File: src/hw/fpx_pkg.sv
package fpx_pkg;

    // bit positions, numbered from the most significant bit (bit 0) downward
    localparam int CAUSE_MODE_BIT      = 0;
    localparam int CAUSE_DENORM_C_BIT  = 28;
    localparam int CAUSE_DENORM_B_BIT  = 29;
    localparam int CAUSE_DENORM_A_BIT  = 30;
    localparam int CAUSE_TINY_BIT      = 31;

    localparam int STAT_EXC_SUM_BIT    = 0;
    localparam int STAT_ENA_SUM_BIT    = 1;
    localparam int STAT_INV_SUM_BIT    = 2;
    localparam int STAT_OVF_BIT        = 3;
    localparam int STAT_UNF_BIT        = 4;
    localparam int STAT_ZDIV_BIT       = 5;
    localparam int STAT_INEXACT_BIT    = 6;
    localparam int STAT_INV_EN_BIT     = 24;
    localparam int STAT_OVF_EN_BIT     = 25;
    localparam int STAT_UNF_EN_BIT     = 26;
    localparam int STAT_ZDIV_EN_BIT    = 27;
    localparam int STAT_INEXACT_EN_BIT = 28;

    // reset values of both registers
    localparam logic [0:31] CAUSE_RESET = 32'h0000_0000;
    localparam logic [0:31] STAT_RESET  = 32'h0000_0000;

    // writable bits of the cause register; reserved bits read as zero
    localparam logic [0:31] CAUSE_WR_MASK = 32'h8000_000F;
    // sticky exception bits: overflow..invalid-compare (3..12) and 21..23
    localparam logic [0:31] STAT_EXC_MASK = 32'h1FF8_0700;
    // invalid-operation exception bits (7..12 and 21..23)
    localparam logic [0:31] STAT_INV_MASK = 32'h01F8_0700;
    // result fields loaded by every operation (13..19)
    localparam logic [0:31] STAT_RES_MASK = 32'h0007_F000;
    // bits a move instruction may not write: the two summaries and bit 20
    localparam logic [0:31] STAT_RO_MASK  = 32'h6000_0800;

    // move and copy commands toward the status register
    typedef enum logic [5:0] {
        FPX_OP_NONE  = 6'h01,
        FPX_OP_FIELD = 6'h02,
        FPX_OP_IMM   = 6'h04,
        FPX_OP_BCLR  = 6'h08,
        FPX_OP_BSET  = 6'h10,
        FPX_OP_COPY  = 6'h20
    } fpx_op_t;

endpackage

File: src/hw/fpx_exc_regs.sv
`timescale 1ns/100ps

// Operation
// - cause bit 0 enables the synchronized ignore-exceptions mode when 1.
// - cause bit 28 shows operand C was denormalized, else 0.
// - cause bit 29 shows operand B was denormalized, else 0.
// - cause bit 30 shows operand A was denormalized, else 0.
// - cause bit 31 shows a tiny result; bits 1 to 27 reserved.
// - exceptions set status bits and are taken precisely.
// - status bit 0 sets on any new exception bit; sticky.
// - copying the field holding bit 0 clears the exception summary.
// - the four move commands may set or clear the exception summary.
// - status bit 1 is OR of exception bits ANDed with enables.
// - enabled summary ignores moves; clears after copy leaves term zero.
// - status bit 2 is OR of all invalid-operation bits.
// - invalid summary ignores moves; clears after copy leaves term zero.
// - status bit 3 records overflow and stays until cleared.
// - status bit 4 records underflow and stays until cleared.
// - in ignore mode re-execute without assist, update both registers.
// - after ignore-mode operation, raise program exception if mode bits and summary.
module fpx_exc_regs
    import fpx_pkg::*;
(
    input  wire logic        clk_sys,
    input  wire logic        nrst,
    // floating-point unit completion
    input  wire logic        fpu_done,
    input  wire logic [0:31] fpu_exc,
    input  wire logic [0:31] fpu_result_bits,
    input  wire logic        fpu_assist_need,
    input  wire logic        fpu_denorm_a,
    input  wire logic        fpu_denorm_b,
    input  wire logic        fpu_denorm_c,
    input  wire logic        fpu_tiny,
    // machine-state exception mode bits
    input  wire logic        fp_exc_mode_bit0,
    input  wire logic        fp_exc_mode_bit1,
    // special-purpose register moves of the cause register
    input  wire logic        spr_wr,
    input  wire logic [0:31] spr_wdata,
    // status register move and copy commands
    input  fpx_op_t          fs_op,
    input  wire logic [0:7]  fs_field_mask,
    input  wire logic [2:0]  fs_field,
    input  wire logic [0:3]  fs_imm,
    input  wire logic [4:0]  fs_bit,
    input  wire logic [0:31] fs_wdata,
    // state and events
    output logic      [0:31] fp_exception_cause_q,
    output logic      [0:31] fp_status_control_q,
    output logic      [0:3]  cond_field_q,
    output logic             cond_valid_q,
    output logic             assist_exc_q,
    output logic             enabled_exc_q,
    output logic             program_exc_q
);

    ////////////////////////////////////////////////////////////////////////////
    // cause register

    logic [0:31] cause_d;
    logic        ign_mode;
    logic        cause_load;

    assign ign_mode   = fp_exception_cause_q[CAUSE_MODE_BIT];
    assign cause_load = fpu_done;

    // register move writes mode and status bits; a completion in the same cycle reloads the status bits
    always_comb begin
        cause_d = fp_exception_cause_q;
        if (spr_wr) begin
            cause_d = spr_wdata & CAUSE_WR_MASK;
        end
        if (cause_load) begin
            cause_d[CAUSE_DENORM_C_BIT] = fpu_denorm_c;
            cause_d[CAUSE_DENORM_B_BIT] = fpu_denorm_b;
            cause_d[CAUSE_DENORM_A_BIT] = fpu_denorm_a;
            cause_d[CAUSE_TINY_BIT]     = fpu_tiny;
        end
    end

    // register update
    always_ff @(posedge clk_sys or negedge nrst) begin
        if (!nrst) begin
            fp_exception_cause_q <= CAUSE_RESET;
        end else begin
            fp_exception_cause_q <= cause_d;
        end
    end

    ////////////////////////////////////////////////////////////////////////////
    // status register: explicit moves and copy

    logic [0:31] sel_mask;
    logic [0:31] sel_val;
    logic [0:31] copy_clr;
    logic [0:31] after_cmd;
    logic [0:31] new_exc;
    logic [0:31] after_fpu;
    logic [0:31] status_d;
    logic [0:3]  copy_nib;
    logic        ena_sum_term;
    logic        inv_sum_term;

    // bit mask and value selected by the current move command
    always_comb begin
        sel_mask = 32'h0000_0000;
        sel_val  = 32'h0000_0000;
        case (fs_op)
            FPX_OP_FIELD: begin
                for (int i = 0; i < 8; i++) begin
                    if (fs_field_mask[i]) begin
                        sel_mask[4*i +: 4] = 4'hF;
                    end
                end
                sel_val = fs_wdata;
            end
            FPX_OP_IMM: begin
                sel_mask[4*fs_field +: 4] = 4'hF;
                sel_val[4*fs_field +: 4]  = fs_imm;
            end
            FPX_OP_BCLR: begin
                sel_mask[fs_bit] = 1'b1;
            end
            FPX_OP_BSET: begin
                sel_mask[fs_bit] = 1'b1;
                sel_val[fs_bit]  = 1'b1;
            end
            default: begin
                sel_mask = 32'h0000_0000;
            end
        endcase
    end

    // copy clears the exception bits of the copied field, and the summary only when field 0 is copied
    always_comb begin
        copy_clr = 32'h0000_0000;
        if (fs_op == FPX_OP_COPY) begin
            copy_clr[4*fs_field +: 4] = 4'hF;
        end
        copy_clr = copy_clr & (STAT_EXC_MASK | 32'h8000_0000);
    end

    assign copy_nib = fp_status_control_q[4*fs_field +: 4];

    // the enabled and invalid summaries are never written by moves, only recomputed
    assign after_cmd = ((fp_status_control_q & ~sel_mask)
                      | (sel_val & sel_mask & ~STAT_RO_MASK)
                      | (fp_status_control_q & sel_mask & STAT_RO_MASK))
                      & ~copy_clr;

    ////////////////////////////////////////////////////////////////////////////
    // status register: operation results

    // exception bits that go from zero to one on this completion
    assign new_exc = fpu_done ? (fpu_exc & STAT_EXC_MASK & ~after_cmd)
                              : 32'h0000_0000;

    // an arriving exception wins over a clear in the same cycle
    always_comb begin
        after_fpu = after_cmd | new_exc;
        if (fpu_done) begin
            after_fpu = (after_fpu & ~STAT_RES_MASK)
                      | (fpu_result_bits & STAT_RES_MASK);
        end
        if (|new_exc) begin
            after_fpu[STAT_EXC_SUM_BIT] = 1'b1;
        end
    end

    // enabled summary; the invalid group enters through the fresh invalid summary,
    // so a copy that clears the last invalid bit also drops the enabled summary
    assign ena_sum_term = (inv_sum_term & after_fpu[STAT_INV_EN_BIT])
                        | (after_fpu[STAT_OVF_BIT] & after_fpu[STAT_OVF_EN_BIT])
                        | (after_fpu[STAT_UNF_BIT] & after_fpu[STAT_UNF_EN_BIT])
                        | (after_fpu[STAT_ZDIV_BIT] & after_fpu[STAT_ZDIV_EN_BIT])
                        | (after_fpu[STAT_INEXACT_BIT] & after_fpu[STAT_INEXACT_EN_BIT]);

    assign inv_sum_term = |(after_fpu & STAT_INV_MASK);

    // the enabled and invalid summaries are recomputed every cycle, so moves never reach them
    always_comb begin
        status_d                   = after_fpu;
        status_d[STAT_INV_SUM_BIT] = inv_sum_term;
        status_d[STAT_ENA_SUM_BIT] = ena_sum_term;
    end

    // register update
    always_ff @(posedge clk_sys or negedge nrst) begin
        if (!nrst) begin
            fp_status_control_q <= STAT_RESET;
        end else begin
            fp_status_control_q <= status_d;
        end
    end

    ////////////////////////////////////////////////////////////////////////////
    // condition field and exception events

    logic mode_any;
    logic assist_d;
    logic enabled_d;
    logic program_d;

    assign mode_any  = fp_exc_mode_bit0 | fp_exc_mode_bit1;
    assign assist_d  = fpu_done & fpu_assist_need & ~ign_mode;
    assign enabled_d = fpu_done & ~ign_mode & mode_any
                     & status_d[STAT_ENA_SUM_BIT] & (|new_exc);
    assign program_d = fpu_done & ign_mode & mode_any
                     & status_d[STAT_ENA_SUM_BIT];

    // one-cycle pulses and the copied condition nibble
    always_ff @(posedge clk_sys or negedge nrst) begin
        if (!nrst) begin
            cond_field_q  <= 4'h0;
            cond_valid_q  <= 1'b0;
            assist_exc_q  <= 1'b0;
            enabled_exc_q <= 1'b0;
            program_exc_q <= 1'b0;
        end else begin
            cond_field_q  <= (fs_op == FPX_OP_COPY) ? copy_nib : cond_field_q;
            cond_valid_q  <= (fs_op == FPX_OP_COPY);
            assist_exc_q  <= assist_d;
            enabled_exc_q <= enabled_d;
            program_exc_q <= program_d;
        end
    end
endmodule // fpx_exc_regs

File: config.mk
export PLATFORM = sky130hd
export DESIGN_NAME = fpx_exc_regs
export DESIGN_NICKNAME = d
export VERILOG_FILES = /design/src/hw/fpx_pkg.sv /design/src/hw/fpx_exc_regs.sv
export SDC_FILE = /design/constraint.sdc
export NUM_CORES = 1
export LEC_CHECK = 0
export BUFFER_PORTS_ARGS = -buffer_cell sky130_fd_sc_hd__buf_2
export CAP_MARGIN = 20
export CORE_MARGIN = 2
export CORE_UTILIZATION = 39
export DETAILED_ROUTE_END_ITERATION = 10
export PLACE_DENSITY_LB_ADDON = 0.2
export RECOVER_POWER = 100
export REMOVE_ABC_BUFFERS = 1
export SYNTH_ARGS = -nofsm -noshare
export SYNTH_HDL_FRONTEND = slang
export SYNTH_SLANG_ARGS = --single-unit
File: constraint.sdc
create_clock -name clk_sys -period 3.5 [get_ports clk_sys]
set_input_delay 0.525 -clock clk_sys [delete_from_list [all_inputs] [get_ports clk_sys]]
set_output_delay 0.525 -clock clk_sys [all_outputs]
set_load 0.02 [all_outputs]
# After elaboration in Yosys (flattened, before gate mapping)
# Cells that the tools add are included.
# word_totals
reg_bits	45
word_cells	79
# op_classes
add_sub_neg	1
magnitude_cmp	2
n_eq_ne	5
shift	4
muxes	18
n_bitwise	36
n_reduce_logical	5
# ops
op	n
case mux 32 bit (3 select lines)	2
AND 32 bit	5
2-to-1 mux 32 bit	3
inverter 32 bit	3
OR 32 bit	2
2-to-1 mux 4 bit	10
negator 33 -> 34 bit	1
variable shift 33 x 34 -> 32 bit, first input constant	1
variable part select 33 x 34 -> 32 bit	1
variable part select 33 x 34 -> 32 bit, first input constant	1
inverter 5 -> 33 bit	1
variable part select 32 x 33 -> 33 bit	1
AND 29 x 32 -> 32 bit	1
OR 32 x 19 -> 32 bit	1
OR 32 x 31 -> 32 bit	1
OR reduction 32 bit	1
AND 31 bit	1
AND 1 bit	14
OR reduction 9 bit	1
equality test 6 x 2 -> 1 bit, second input constant	1
equality test 6 x 3 -> 1 bit, second input constant	1
equality test 6 x 4 -> 1 bit, second input constant	1
equality test 6 x 5 -> 1 bit, second input constant	1
equality test 6 bit, second input constant	1
10 further kinds	15

# Logic depth before layout (Yosys ltp)
# depth
word_depth	25
ltp_mapped	11

# Least setup slack after synthesis
# Ideal clock, no wire load.
# synth_path
path_type	input to register
startpoint	input port fs_op[3]
endpoint	register enabled_exc_q
setup_time_ps	124
arrival_time_ps	2778
required_ps	3376
setup_slack_ps	598
path_stages	11
cell_sequence	or4b_1 buf_2 or4_1 buf_2 nand2_2 o221ai_2 o311a_1 a2111oi_4 nand3_2 a21oi_2 nor3b_1
# synth_via
elab_chain_len	22
word_cells_on_any_way	36
classes_between	eq/ne: 5; mux: 5; bitwise: 23; reduce/logical: 3
# synth_lines
item	line_no	source
from (decl)	fpx_exc_regs.sv:42	input fpx_op_t fs_op,
equality test 6 x 5 -> 1 bit / equality test 6 x 4 -> 1 bit (equally long branches)	fpx_exc_regs.sv:109	case (fs_op)
OR reduction 2 bit (no source line)	--	
case mux 32 bit (3 select lines)	fpx_exc_regs.sv:109	
inverter 32 bit	fpx_exc_regs.sv:147	assign after_cmd = ((fp_status_control_q & ~sel_mask)
AND 32 bit	fpx_exc_regs.sv:147	
OR 32 bit	fpx_exc_regs.sv:148	| (sel_val & sel_mask & ~STAT_RO_MASK)
OR 32 x 31 -> 32 bit	fpx_exc_regs.sv:149	| (fp_status_control_q & sel_mask & STAT_RO_MASK))
AND 32 bit (*)	fpx_exc_regs.sv:150	& ~copy_clr;
[... 7 more ...]	--	
via inv_sum_term	fpx_exc_regs.sv:103	logic inv_sum_term;
AND 1 bit (*)	fpx_exc_regs.sv:173	assign ena_sum_term = (inv_sum_term & after_fpu[STAT_INV_EN_BIT])
OR 1 bit (*)	fpx_exc_regs.sv:174	| (after_fpu[STAT_OVF_BIT] & after_fpu[STAT_OVF_EN_BIT])
OR 1 bit (*)	fpx_exc_regs.sv:175	| (after_fpu[STAT_UNF_BIT] & after_fpu[STAT_UNF_EN_BIT])
OR 1 bit (*)	fpx_exc_regs.sv:176	| (after_fpu[STAT_ZDIV_BIT] & after_fpu[STAT_ZDIV_EN_BIT])
OR 1 bit (*)	fpx_exc_regs.sv:177	| (after_fpu[STAT_INEXACT_BIT] & after_fpu[STAT_INEXACT_EN_BIT]);
AND 1 bit (*) (2 in a row)	fpx_exc_regs.sv:208	& status_d[STAT_ENA_SUM_BIT] & (|new_exc);
via enabled_d	fpx_exc_regs.sv:202	logic enabled_d;
to (signal assigned)	fpx_exc_regs.sv:224	enabled_exc_q <= enabled_d;
to (decl)	fpx_exc_regs.sv:54	output logic enabled_exc_q,
# The timed path passes the listed nets; every way through them passes the cells marked *.
# A chain may end at the register's enable or synchronous reset.

# Worst setup path in the final report
# layout_path
startpoint	input port fs_op[3]
endpoint	register enabled_exc_q
# layout_via
elab_chain_len	22
word_cells_on_any_way	36
classes_between	eq/ne: 5; mux: 5; bitwise: 23; reduce/logical: 3
# layout_lines
item	line_no	source
equality test 6 x 5 -> 1 bit / equality test 6 x 4 -> 1 bit (equally long branches)	fpx_exc_regs.sv:109	
OR reduction 2 bit (no source line)	--	
case mux 32 bit (3 select lines)	fpx_exc_regs.sv:109	
inverter 32 bit	fpx_exc_regs.sv:147	
AND 32 bit	fpx_exc_regs.sv:147	
OR 32 bit	fpx_exc_regs.sv:148	
OR 32 x 31 -> 32 bit	fpx_exc_regs.sv:149	
AND 32 bit (*)	fpx_exc_regs.sv:150	
[... 6 more ...]	--	
via after_fpu, one bit	fpx_exc_regs.sv:99	logic [0:31] after_fpu;
[... 1 more ...]	--	
via inv_sum_term	fpx_exc_regs.sv:103	
AND 1 bit (*)	fpx_exc_regs.sv:173	
OR 1 bit (*)	fpx_exc_regs.sv:174	
OR 1 bit (*)	fpx_exc_regs.sv:175	
OR 1 bit (*)	fpx_exc_regs.sv:176	
OR 1 bit (*)	fpx_exc_regs.sv:177	
AND 1 bit (*) (2 in a row)	fpx_exc_regs.sv:208	
via enabled_d	fpx_exc_regs.sv:202	
# Marks and branches as above.

==> metrics.md <==
| Metric | Value |
|---|---|
| Die footprint | 9941 um2 |
| Final setup fails | 0 |
| Layout Nets | 732 |
| Slew margin rel. | -8.180% |
| LEAKAGE | 1.851 nW |
| HPWL after detailed placement | 10630 um |
| Via-to-Cell Ratio | 5.914 |
| DIE WIDTH | 99.71 um |
| Post-synth top area share | 31.52% |
| Grt total ovfl | 0 |
| CP required | 3.69 ns |
| Clk Latency, worst-skew pair | 0.30 ns |
| Met2 WL | 6138 um |
| Wire length on met1 | 5597 um |
| Cell area power density | 317.4 nW/um2 |
| Total Power | 1.407 mW |
| DR vias | 3998 |
| DR WL met3 | 1439 um |
| Dpl cell area | 4427 um2 |
| Initial antenna violation count | 0 |
| Initial Util | 40.57% |
| Slack of the critical path | 0.2636 ns |
| Count of cell types in the netlist | 62 |
| Starting DRT DRC Count | 489 |
| Drt wl/cell | 19.95 um |
| Routed Antenna Nets | 0 |
| Worst path max stage delay | 0.48 ns |
| Critical path depth | 11 |
| RSZ-0062 raised after global routing | false |
| Crit-path slowest cell | nor3_1 |
| Clock skew | 0.004212 ns |
| Die height | 99.71 um |
| GPL Wtd Cong | 0.9408 |
| Crit path capture | enabled_exc_q |
| Final hold viol count | 0 |
| I/O Buffers | 135 |
| Share of layout cells above drive strength 1 | 25.00% |
| Final Slew Violations | 31 |
| Routed WL | 13490 um |
| ANT cells | 0 |
| Final min period | 3.236 ns |
| Pre-CTS WS | -0.005231 ns |
| Cell taking the most area after synthesis | dfrtp_1 |
| Placed Cells | 667 |
| Commonest cells after routing, fill and taps aside | buf_2 (86), clkbuf_1 (57), nand2_1 (54) |
| Cells after Synth | 416 |
| Outcome | finished with violations |
| Worst-path fanout max | 16 |
| Ys async rst share | 100.0% |
| Largest net degree at the start of global routing | 46 |
| Reg-to-Reg Start | fp_status_control_q[22] |
| Reg2reg end | enabled_exc_q |
| Worst Setup SP | fs_op[3] |
| Count of max-cap constraint violations | 1 |
| Synth area leaders | dfrtp_1 (32%), o21ai_0 (6.7%), buf_4 (5.7%) |
| Area of the core | 8806 um2 |
| Post-synthesis sequential area ratio | 31.52% |
| H-tree depth | 2 |
| Synthesized cell area | 3572 um2 |
| Fill cells | 892 |
| CTS resizes | 0 |
| Setup crit end kind | register |
| Arr. time, crit path | 3.43 ns |
| FF+latch count, synth | 45 |
| Failing checks | capacitance limit, slew limit |
| R2R depth | 7 |
| Reg clk slew, reported paths | 0.09 ns |
| Period Utilization, post-route | 92.47% |
| Post-synth EDFFs | 0 |
| Num CTS Buffers | 5 |
| FF-to-FF setup slack | 1.62 ns |
| Final hold slack | 0.3320 ns |
| Vias in the first global route | 3803 |
| CP delay by family, top | simple AND/OR/NAND/NOR gates |
| CTS root buffer | clkbuf_8 |
| All-Layer GR Usage | 27.24% |
| Ports | 237 |
| DRC Markers | 0 |
| Ys flop type | dfrtp_1 |
| Area grow syn2layout | 24.10% |
| Worst Tran Pin Value | 1.623 ns |
| Hold_buf cts | 0 |
| Top layer in use | met4 |
| Worst Setup Start Kind | primary input |
| Hold WC Path Type | primary input to asynchronous set/reset pin |
| CTS tree | yes |
| TritonCTS Sinks | 45 |
| Final std cells w/o fill | 676 |
| Mapped Avg Cell Area | 8.587 um2 |
| Critical path cell sequence | clkbuf_1 -> nor3_1 -> clkbuf_1 -> nand3_1 -> clkbuf_1 -> nor3_1 -> o21ai_0 -> nor3_1 -> nand3_1 -> a21oi_2 -> nor3b_1 |
| Crit path buffers/inverters | 3 |
| Max Fclk | 309.0 MHz |
| Leading cell type in the layout, fill and taps excluded | buf_2 |
| CTS max path bufs | 2 |
| Synthesis warning total | 0 |
| # rows | 34 |
| First-pass GRT wire length | 20840 um |
| Fin area | 4433 um2 |
| Peak supply drop | 0.1512 mV |
| Worst setup path class | primary input to register |
| Pre-antenna DRT Iters | 6 |
| Post-CTS setup buffers | 0 |
==> where the power goes <==
part	switching, mW	internal (mW)
Sequential	0.0368	0.567
Clock	0.195	0.215
Combinational	0.257	0.136
==> stage by stage <==
step / util [%] / setup TNS (ns)
3_5_place_dp: 50.27 / -0.008375
2_1_floorplan: - / 0
6_report: 50.34 / 0
4_1_cts: 51.53 / 0
5_1_grt: 50.34 / 0
3_3_place_gp: 50.27 / 0
==> kinds of logic (layout without fill, tap and decap cells) <==
kind of cell              count (synthesis)  after routing  synth area share (%)
AOI/OAI and AO/OA                       128            128                 25.50
xor gates and xnor gates                  1              1                0.2452
buffers and inverters                    65            191                 9.807
DFF                                      45             45                 31.52
muxes                                    28             28                 10.82
other                                     1             27                0.1050
and+or+nand+nor                         148            148                 22.00
==> area by class of cell <==
cell class	instances	area [um2]	area share [%]
multi-input combinational	332	2168	48.91
sequential	45	1126	25.40
timing repair buffer	168	835.8	18.85
tap	108	135.1	3.048
clock buffer	6	72.57	1.637
inverter	15	56.30	1.270
clock inverter	2	38.79	0.8750
==> worst min path at each step <==
stage	cells past startpoint	from	slack (ns)	to
floorplan	0	nrst	0.23	asynchronous set/reset pin
global placement	0	fp_status_control_q[20]	0.40	fp_status_control_q[20]
detailed placement	0	fp_status_control_q[20]	0.40	fp_status_control_q[20]
CTS	0	fp_status_control_q[20]	0.42	fp_status_control_q[20]
global route	1	nrst	0.41	asynchronous set/reset pin
finish	1	nrst	0.33	asynchronous set/reset pin
==> routing by layer <==
| metal | vias up | global-route usage, % |
|---|---|---|
| met5 | - | 0 |
| met2 | 263 | 42.00 |
| met4 | 0 | 7.587 |
| met3 | 29 | 6.535 |
| li1 | 1831 | - |
| met1 | 1875 | 38.30 |
==> Yosys cell counts, types with 5 or more instances <==
library cell and n:
nand2_1 53, o21ai_0 48, dfrtp_1 45, buf_4 27, nand3_1 18, clkbuf_1 16
mux2i_1 15, nor2_1 15, inv_1 14, o2111ai_1 11, a21oi_1 10, o211ai_1 10
nor3_1 9, mux4_2 8, a221oi_1 7, nor4_1 7, a221o_1 6, mux2_2 5
o21a_1 5, o2bb2ai_1 5, or3_1 5
(Power assumes the default switching activity.)
